<file path="src/fectx_map.svh">
`ifndef FECTX_MAP_SVH
`define FECTX_MAP_SVH

// Register indices; the byte address is four times the index
`define FECTX_IDX_CONTROL 8'hC0
`define FECTX_IDX_VALUES 8'hC2
`define FECTX_IDX_STATUS 8'hC4
`define FECTX_IDX_LATCHED 8'hC6
`define FECTX_IDX_IRQ_EN 8'hC8
`define FECTX_ADDR_W 12

// Control register fields
`define FECTX_MODE_LSB 0
`define FECTX_LOAD_BIT 2
`define FECTX_CONTROL_RESET 16'h0800
`define FECTX_CONTROL_MASK 16'hFFFF

// Code values register fields
`define FECTX_CODE_A_LSB 0
`define FECTX_CODE_B_LSB 8
`define FECTX_VALUES_RESET 16'h0000
`define FECTX_VALUES_MASK 16'h3F3F

// Status fields
`define FECTX_IDLE_BIT 0
`define FECTX_IRQ_EN_RESET 16'h0000

// Codeword shape and repetition
`define FECTX_WORD_BITS 5'd16
`define FECTX_REPEAT 4'd10
`define FECTX_SLOT_HOLD 3'd4

`endif

</file>
<file path="src/fectx_pkg.sv">
package fectx_pkg;
  typedef enum logic [1:0] {
    FECTX_MODE_IDLE,
    FECTX_MODE_SINGLE,
    FECTX_MODE_DUAL,
    FECTX_MODE_CONT
  } fectx_mode_t;

  typedef enum logic [1:0] {
    FECTX_ST_IDLE,
    FECTX_ST_CODE_A,
    FECTX_ST_CODE_B
  } fectx_state_t;
endpackage : fectx_pkg

</file>
<file path="src/fectx_top.sv">
// The implementer's own choice: the AXI4-Lite register port.
`timescale 1ns/1ps
`include "fectx_map.svh"
// Behaviour
// RQ1: Mode and both codes captured only on load strobe rising edge.
// RQ2: Load aborts running sequence and starts a new one.
// RQ3: Mode 00 sends continuous ones, no codewords.
// RQ4: Mode 01 sends code A ten times, then ones.
// RQ5: Mode 10 sends A ten times, B ten times, then ones.
// RQ6: Mode 11 repeats code A until next load.
// RQ7: Code A in bits 5..0, bit 0 sent first.
// RQ8: Code B in bits 13..8, bit 8 sent first.
// RQ9: Live idle bit is 0 during codewords, 1 during ones.
// RQ10: Latched idle flag sets on live idle rising edge.
// RQ11: Latched idle flag reads one right after reset.
// RQ12: Codeword is zero, six code bits, zero, eight ones, per slot.
// RQ13: Latched flag held until cleared; interrupt while flag and enable set.

module fectx_top (
  // Clock and reset
  input wire logic clock,
  input wire logic rst_b,
  // AXI4-Lite write address
  input wire logic [`FECTX_ADDR_W-1:0] s_axi_awaddr,
  input wire logic s_axi_awvalid,
  output logic s_axi_awready,
  // AXI4-Lite write data
  input wire logic [31:0] s_axi_wdata,
  input wire logic [3:0] s_axi_wstrb,
  input wire logic s_axi_wvalid,
  output logic s_axi_wready,
  // AXI4-Lite write response
  output logic [1:0] s_axi_bresp,
  output logic s_axi_bvalid,
  input wire logic s_axi_bready,
  // AXI4-Lite read address
  input wire logic [`FECTX_ADDR_W-1:0] s_axi_araddr,
  input wire logic s_axi_arvalid,
  output logic s_axi_arready,
  // AXI4-Lite read data
  output logic [31:0] s_axi_rdata,
  output logic [1:0] s_axi_rresp,
  output logic s_axi_rvalid,
  input wire logic s_axi_rready,
  // Overhead insertion side
  input wire logic ovh_slot,
  output logic ovh_bit,
  // Interrupt
  output logic irq
);
  import fectx_pkg::*;

  ////////////////////////////////////////////////////////////////////////////
  // Register state
  logic [15:0] control_q;
  logic [15:0] values_q;
  logic [15:0] irq_en_q;
  logic idle_latched_q;
  logic load_prev_q;
  fectx_mode_t mode_q;
  logic [5:0] code_a_q;
  logic [5:0] code_b_q;
  fectx_state_t state_q;
  logic [3:0] count_q;
  logic idle_q;
  logic idle_prev_q;
  logic slot_meta_q;
  logic slot_sync_q;

  // Bus channel state
  logic aw_held_q;
  logic w_held_q;
  logic [`FECTX_ADDR_W-1:0] awaddr_q;
  logic [31:0] wdata_q;
  logic [3:0] wstrb_q;

  logic wr_fire;
  logic load_event;
  logic word_done;
  logic ser_bit;
  logic ser_start;
  logic [5:0] ser_code;
  logic [15:0] rd_word;
  logic rd_hit;

  // Address decode shared by both directions
  function automatic logic [2:0] fectx_decode(input logic [`FECTX_ADDR_W-1:0] addr);
    logic [2:0] sel;
    sel = 3'h7;
    if (addr[11:10] == 2'b00 && addr[1:0] == 2'b00) begin
      case (addr[9:2])
        `FECTX_IDX_CONTROL: sel = 3'h0;
        `FECTX_IDX_VALUES: sel = 3'h1;
        `FECTX_IDX_STATUS: sel = 3'h2;
        `FECTX_IDX_LATCHED: sel = 3'h3;
        `FECTX_IDX_IRQ_EN: sel = 3'h4;
        default: sel = 3'h7;
      endcase
    end
    return sel;
  endfunction : fectx_decode

  // 16-bit register update honouring the two low byte lanes
  function automatic logic [15:0] fectx_merge(input logic [15:0] old, input logic [31:0] data,
                                              input logic [3:0] strb);
    logic [15:0] res;
    res = old;
    if (strb[0]) begin
      res[7:0] = data[7:0];
    end
    if (strb[1]) begin
      res[15:8] = data[15:8];
    end
    return res;
  endfunction : fectx_merge

  ////////////////////////////////////////////////////////////////////////////
  // AXI4-Lite write path: address and data accepted in either order
  assign wr_fire = aw_held_q && w_held_q && !s_axi_bvalid;

  always_ff @(posedge clock) begin
    if (!rst_b) begin
      aw_held_q <= 1'b0;
      awaddr_q <= '0;
    end else if (s_axi_awvalid && s_axi_awready) begin
      aw_held_q <= 1'b1;
      awaddr_q <= s_axi_awaddr;
    end else if (wr_fire) begin
      aw_held_q <= 1'b0;
    end
  end

  always_ff @(posedge clock) begin
    if (!rst_b) begin
      w_held_q <= 1'b0;
      wdata_q <= 32'h0000_0000;
      wstrb_q <= 4'h0;
    end else if (s_axi_wvalid && s_axi_wready) begin
      w_held_q <= 1'b1;
      wdata_q <= s_axi_wdata;
      wstrb_q <= s_axi_wstrb;
    end else if (wr_fire) begin
      w_held_q <= 1'b0;
    end
  end

  always_ff @(posedge clock) begin
    if (!rst_b) begin
      s_axi_awready <= 1'b0;
      s_axi_wready <= 1'b0;
    end else begin
      s_axi_awready <= !aw_held_q && !(s_axi_awvalid && s_axi_awready) && !s_axi_bvalid;
      s_axi_wready <= !w_held_q && !(s_axi_wvalid && s_axi_wready) && !s_axi_bvalid;
    end
  end

  always_ff @(posedge clock) begin
    if (!rst_b) begin
      s_axi_bvalid <= 1'b0;
      s_axi_bresp <= 2'b00;
    end else if (wr_fire) begin
      s_axi_bvalid <= 1'b1;
      s_axi_bresp <= (fectx_decode(awaddr_q) == 3'h7) ? 2'b10 : 2'b00;
    end else if (s_axi_bready) begin
      s_axi_bvalid <= 1'b0;
    end
  end

  ////////////////////////////////////////////////////////////////////////////
  // Software-writable registers
  always_ff @(posedge clock) begin
    if (!rst_b) begin
      control_q <= `FECTX_CONTROL_RESET;
      values_q <= `FECTX_VALUES_RESET;
      irq_en_q <= `FECTX_IRQ_EN_RESET;
    end else if (wr_fire) begin
      case (fectx_decode(awaddr_q))
        3'h0: control_q <= fectx_merge(control_q, wdata_q, wstrb_q) & `FECTX_CONTROL_MASK;
        3'h1: values_q <= fectx_merge(values_q, wdata_q, wstrb_q) & `FECTX_VALUES_MASK;
        3'h4: irq_en_q <= fectx_merge(irq_en_q, wdata_q, wstrb_q) & 16'h0001;
        default: ;
      endcase
    end
  end

  // Capture only on strobe rising edge; field writes alone stay inert
  always_ff @(posedge clock) begin
    if (!rst_b) begin
      load_prev_q <= 1'b0;
    end else begin
      load_prev_q <= control_q[`FECTX_LOAD_BIT];
    end
  end
  assign load_event = control_q[`FECTX_LOAD_BIT] && !load_prev_q; // [RQ1]

  always_ff @(posedge clock) begin
    if (!rst_b) begin
      mode_q <= FECTX_MODE_IDLE;
      code_a_q <= 6'h00;
      code_b_q <= 6'h00;
    end else if (load_event) begin // [RQ1]
      mode_q <= fectx_mode_t'(control_q[`FECTX_MODE_LSB +: 2]);
      code_a_q <= values_q[`FECTX_CODE_A_LSB +: 6]; // [RQ7]
      code_b_q <= values_q[`FECTX_CODE_B_LSB +: 6]; // [RQ8]
    end
  end

  ////////////////////////////////////////////////////////////////////////////
  // Sequencer
  // Slot strobe arrives from another block's timing; resynchronised
  always_ff @(posedge clock) begin
    if (!rst_b) begin
      slot_meta_q <= 1'b0;
      slot_sync_q <= 1'b0;
    end else begin
      slot_meta_q <= ovh_slot;
      slot_sync_q <= slot_meta_q;
    end
  end

  always_ff @(posedge clock) begin
    if (!rst_b) begin
      state_q <= FECTX_ST_IDLE;
      count_q <= 4'h0;
    end else if (load_event) begin // [RQ2]
      count_q <= 4'h0;
      if (control_q[`FECTX_MODE_LSB +: 2] == 2'b00) begin
        state_q <= FECTX_ST_IDLE; // [RQ3]
      end else begin
        state_q <= FECTX_ST_CODE_A;
      end
    end else if (word_done) begin
      case (state_q)
        FECTX_ST_CODE_A: begin
          if (mode_q == FECTX_MODE_CONT) begin
            count_q <= 4'h0; // [RQ6]
          end else if (count_q == `FECTX_REPEAT - 4'h1) begin
            count_q <= 4'h0;
            state_q <= (mode_q == FECTX_MODE_DUAL) ? FECTX_ST_CODE_B : FECTX_ST_IDLE; // [RQ4] [RQ5]
          end else begin
            count_q <= count_q + 4'h1;
          end
        end
        FECTX_ST_CODE_B: begin
          if (count_q == `FECTX_REPEAT - 4'h1) begin
            count_q <= 4'h0;
            state_q <= FECTX_ST_IDLE; // [RQ5]
          end else begin
            count_q <= count_q + 4'h1;
          end
        end
        default: state_q <= FECTX_ST_IDLE;
      endcase
    end
  end

  // Restart serializer on a load of mode 01, 10 or 11, or at a word boundary with another word still to send
  assign ser_start = load_event && control_q[`FECTX_MODE_LSB +: 2] != 2'b00;
  assign ser_code = (state_q == FECTX_ST_CODE_B) ? code_b_q : code_a_q;

  logic next_word;
  logic ser_kick_q;
  assign next_word = word_done && !(state_q == FECTX_ST_IDLE) &&
                     !(count_q == `FECTX_REPEAT - 4'h1 && mode_q != FECTX_MODE_CONT &&
                       (state_q == FECTX_ST_CODE_B || mode_q == FECTX_MODE_SINGLE));

  // One-cycle delay so new code values and state are in place first
  always_ff @(posedge clock) begin
    if (!rst_b) begin
      ser_kick_q <= 1'b0;
    end else begin
      ser_kick_q <= ser_start || (next_word && !load_event);
    end
  end

  fectx_serializer u_ser (
    .clock(clock),
    .rst_b(rst_b),
    .start(ser_kick_q),
    .code(ser_code),
    .slot(slot_sync_q),
    .tx_bit(ser_bit),
    .word_done(word_done)
  ); // [RQ12]

  ////////////////////////////////////////////////////////////////////////////
  // Output, status and interrupt
  always_ff @(posedge clock) begin
    if (!rst_b) begin
      ovh_bit <= 1'b1;
      idle_q <= 1'b1;
      idle_prev_q <= 1'b1;
    end else begin
      ovh_bit <= (state_q == FECTX_ST_IDLE) ? 1'b1 : ser_bit; // [RQ3]
      idle_q <= (state_q == FECTX_ST_IDLE); // [RQ9]
      idle_prev_q <= idle_q;
    end
  end

  // Set wins over a simultaneous write-one clear
  always_ff @(posedge clock) begin
    if (!rst_b) begin
      idle_latched_q <= 1'b1; // [RQ11]
    end else if (idle_q && !idle_prev_q) begin
      idle_latched_q <= 1'b1; // [RQ10]
    end else if (wr_fire && fectx_decode(awaddr_q) == 3'h3 && wstrb_q[0] && wdata_q[`FECTX_IDLE_BIT]) begin
      idle_latched_q <= 1'b0; // [RQ13]
    end
  end

  always_ff @(posedge clock) begin
    if (!rst_b) begin
      irq <= 1'b0;
    end else begin
      irq <= idle_latched_q && irq_en_q[`FECTX_IDLE_BIT]; // [RQ13]
    end
  end

  ////////////////////////////////////////////////////////////////////////////
  // AXI4-Lite read path
  always_comb begin
    rd_word = 16'h0000;
    rd_hit = 1'b1;
    case (fectx_decode(s_axi_araddr))
      3'h0: rd_word = control_q;
      3'h1: rd_word = values_q;
      3'h2: rd_word = {15'h0000, idle_q}; // [RQ9]
      3'h3: rd_word = {15'h0000, idle_latched_q};
      3'h4: rd_word = irq_en_q;
      default: rd_hit = 1'b0;
    endcase
  end

  always_ff @(posedge clock) begin
    if (!rst_b) begin
      s_axi_arready <= 1'b0;
    end else begin
      s_axi_arready <= !s_axi_rvalid && !(s_axi_arvalid && s_axi_arready);
    end
  end

  always_ff @(posedge clock) begin
    if (!rst_b) begin
      s_axi_rvalid <= 1'b0;
      s_axi_rdata <= 32'h0000_0000;
      s_axi_rresp <= 2'b00;
    end else if (s_axi_arvalid && s_axi_arready) begin
      s_axi_rvalid <= 1'b1;
      s_axi_rdata <= {16'h0000, rd_word};
      s_axi_rresp <= rd_hit ? 2'b00 : 2'b10;
    end else if (s_axi_rready) begin
      s_axi_rvalid <= 1'b0;
    end
  end
endmodule : fectx_top

</file>
<file path="src/fectx_serializer.sv">
`timescale 1ns/1ps
`include "fectx_map.svh"

module fectx_serializer (
  // Clock and reset
  input wire logic clock,
  input wire logic rst_b,
  // Control
  input wire logic start,
  input wire logic [5:0] code,
  input wire logic slot,
  // Result
  output logic tx_bit,
  output logic word_done
);
  logic [15:0] shift_q;
  logic [4:0] left_q;
  logic [2:0] hold_q;
  logic [15:0] word;

  // Frame 0 c1..c6 0 then eight ones; first bit in lsb
  assign word = {8'hFF, 1'b0, code, 1'b0};

  always_ff @(posedge clock) begin
    if (!rst_b) begin
      shift_q <= 16'hFFFF;
      left_q <= 5'h00;
      hold_q <= 3'h0;
    end else if (start) begin
      shift_q <= word;
      left_q <= `FECTX_WORD_BITS;
      hold_q <= `FECTX_SLOT_HOLD;
    end else if (hold_q != 3'h0) begin
      // Slots seen on the pin before the new bit showed carried a one
      hold_q <= hold_q - 3'h1;
    end else if (slot && left_q != 5'h00) begin
      shift_q <= {1'b1, shift_q[15:1]};
      left_q <= left_q - 5'h01;
    end
  end

  assign tx_bit = (left_q != 5'h00) ? shift_q[0] : 1'b1;
  assign word_done = slot && (left_q == 5'h01) && !start && (hold_q == 3'h0);
endmodule : fectx_serializer

</file>
<file path="config.mk">
export PLATFORM = sky130hd
export DESIGN_NAME = fectx_top
export DESIGN_NICKNAME = d
export VERILOG_FILES = /design/src/fectx_pkg.sv /design/src/fectx_top.sv /design/src/fectx_serializer.sv
export VERILOG_INCLUDE_DIRS = /design/src
export SDC_FILE = /design/constraint.sdc
export NUM_CORES = 1
export LEC_CHECK = 0
export BUFFER_PORTS_ARGS = -buffer_cell sky130_fd_sc_hd__buf_2
export CAP_MARGIN = 20
export CORE_MARGIN = 2
export CORE_UTILIZATION = 30
export DETAILED_ROUTE_END_ITERATION = 7
export GPL_ROUTABILITY_DRIVEN = 0
export PLACE_DENSITY = 0.6
export SETUP_SLACK_MARGIN = 0.1
export SYNTH_ARGS = -nofsm -noshare
export SYNTH_HDL_FRONTEND = slang
export SYNTH_SLANG_ARGS = --single-unit
</file>
<file path="constraint.sdc">
create_clock -name clock -period 1.5 [get_ports clock]
set_input_delay 0.075 -clock clock [delete_from_list [all_inputs] [get_ports clock]]
set_output_delay 0.075 -clock clock [all_outputs]
set_load 0.05 [all_outputs]
</file>
==> run metrics <==
vias in the first global route=4592; Final period util=1.06; Placed Area=0.00621 mm2; GRT Resource Usage Total=0.142; Max H-tree Level=4; DIE AREA=0.0191 mm2; pre-CTS WS=-0.109 ns; Syn Area/Cell=8.66 um2; Initial Util=0.303; Area growth syn-to-layout=40.7%; layout cells sized above 1=0.319; PortBufs=74; startpoint type of the worst setup path=flip-flop; crit path DAT=1.88 ns; top_reg_cell synth=dfxtp_1; CTS root buffer=clkbuf_16; non-filler cells, final=1009; vias=4710; clk sinks=129; Final Skew=0.00469 ns; initial antenna violation count=0; Yosys cell types=56; Leak=2.92 nW; cell area after synthesis=0.00540 mm2; Slew Limit Fails=0; CP required=1.79 ns; drt total wl=13700 um; P per Cell Area=1140 mW/mm2; 1st-iter DRT viols=181; clock buffer depth=2; fmax=0.627 GHz; CTS clock-pin slew for the worst setup and hold paths=0.06 ns; number of enable flip-flop cells after synthesis=0; sequential area share after synthesis=0.478; Post-DP HPWL=9060 um; VDD IR max=0.000855 V; placed cell count=930; diode count=0; Die Y=138 um; Die W=138 um; grt ovf=0; Post-Route Setup TNS=-0.955 ns; yosys warns=0; Synth async-reset ratio=0; later-pin clock latency in the skew report=0.41 ns; Tmin final=1.59 ns; Synth Register Bits=129; final non-filler cell area=0.00760 mm2; boundary pin count=111; router iterations before antenna repair=4; setup violators final=13; final total power=8.67 mW; fin util=0.426; core area=0.0178 mm2; DRC viols=0; cells after synthesis=624; worst hold-check path type=input pin to flip-flop; Routed WL per cell=13.5 um; failing checks=setup timing; min setup slack post-route=-0.0946 ns; TritonCTS clock tree=done; Rows=49; Final Hold Viols=0; worst setup path category=flip-flop to flip-flop; Max-Cap Viols=0; crit-path max FO=5; first-pass GRT wire length=22200 um; Num CTS Buffers=17; status=finished, violations left; Post-DRT Antenna Nets=0; pin count of the biggest net entering global routing=65; Hold WS=0.0607 ns; unrepaired setup endpoints after global routing=true; number of nets in the layout=843; CP Capture Type=flip-flop; drt via density=4.67
==> timing repair <==
action                                 in CTS  in global routing
setup endpoints to repair                  45                 49
gates cloned                                1                  1
buffers inserted                            8                  2
pin swaps                                  15                 26
hold buffers                               36                  0
resized for setup                          36                 57
endpoints found under the hold margin      36                  0
==> critical path, stage by stage (launching register included) <==
cell,delay [ns]
dfxtp_2,0.32
inv_2,0.08
ha_4,0.13
or4b_4,0.47
and2_4,0.22
mux2i_1,0.16
o21ai_1,0.08
==> registers in the layout (all words and copies together) (netlist names), 2 cells and up <==
register / flops
code_b_q: 6
control_q: 16
awaddr_q: 12
wdata_q: 16
state_q: 2
code_a_q: 6
count_q: 4
wstrb_q: 2
u_ser.left_q: 5
u_ser.hold_q: 3
mode_q: 2
s_axi_rdata: 16
values_q: 12
u_ser.shift_q: 8
==> cells in the mapped netlist (all sizes together) (2+ instances only) <==
| cell | number | area, um2 |
|---|---|---|
| nor2b | 4 | 25.0 |
| buf | 29 | 195 |
| nand3b | 2 | 15.0 |
| nand2 | 138 | 523 |
| ha | 8 | 100 |
| and3b | 2 | 17.5 |
| and3 | 4 | 25.0 |
| o211ai | 2 | 15.0 |
| xnor2 | 4 | 35.0 |
| dfxtp | 129 | 2580 |
| xor2 | 2 | 17.5 |
| nand3 | 25 | 125 |
| mux2 | 2 | 22.5 |
| a211oi | 2 | 15.0 |
| nand4 | 5 | 31.3 |
| a22oi | 7 | 52.6 |
| o21a | 2 | 15.0 |
| o21ai | 41 | 243 |
| nand4b | 2 | 17.5 |
| nand2b | 11 | 68.8 |
| inv | 10 | 37.5 |
| nor3 | 7 | 35.0 |
| nor2 | 19 | 71.3 |
| and4bb | 2 | 25.0 |
| a21oi | 74 | 374 |
| or3 | 4 | 26.3 |
| mux2i | 37 | 370 |
| nor4 | 2 | 18.8 |
| clkbuf | 23 | 96.3 |
| and4 | 2 | 17.5 |
| or4 | 2 | 18.8 |
| a21o | 2 | 15.0 |
| and2 | 7 | 46.3 |
==> layer usage <==
metal  track usage  routed length, um  share of wire
met2         0.215               6050           0.44
met4        0.0424                144          0.011
met3        0.0371                590          0.043
met5             0                  0              0
met1         0.199               6880           0.50
==> path summary, 6_finish.rpt <==
check	startpoint	end	cells after the start	slack [ns]
max	u_ser.left_q[1]$_SDFFE_PP0P_	u_ser.shift_q[0]$_SDFFE_PN1P_	6	-0.09
min reg2reg	s_axi_rvalid$_SDFFE_PN0P_	s_axi_arready$_SDFF_PN0_	1	0.43
max reg2reg	u_ser.left_q[1]$_SDFFE_PP0P_	u_ser.shift_q[0]$_SDFFE_PN1P_	6	-0.09
min	s_axi_arvalid	s_axi_rresp[1]$_SDFFE_PN0P_	3	0.06
==> placed cells by master, fill, tap and decap left out, types with 9 or more instances in the layout <==
cell type      count
clkbuf_16         17
nand2_1          136
nor2_1            17
mux2i_1           37
dfxtp_1          119
o21ai_2           28
buf_4             36
buf_2             74
o21ai_0            9
nand2b_1          11
a21oi_1           67
nand3_2            9
nand3_1           14
dlygate4sd3_1     36
conb_1            18
==> logic make-up after synthesis <==
family / share of synthesized area
simple gates: 0.216
compound gates: 0.142
flops: 0.478
buf+inv: 0.0616
mux: 0.0727
fa+ha+maj: 0.0185
xor+xnor: 0.00973
other cells: 0.000694
==> power by group <==
part           switching (mW)  total (mW)  internal (mW)
clock                    1.49        4.22           2.73
sequential             0.0701        3.60           3.53
combinational           0.485       0.857          0.372
==> layout make-up <==
type / instances / area [um2]
inverters: 11 / 41.3
clock buffers: 22 / 474
repair buffers: 158 / 1160
multi-input cells: 450 / 2910
well taps: 229 / 287
clock inverters: 10 / 133
fillers: 1721 / 10200
flip-flops and latches: 129 / 2600
No activity file was read; power rests on OpenSTA's default activity.
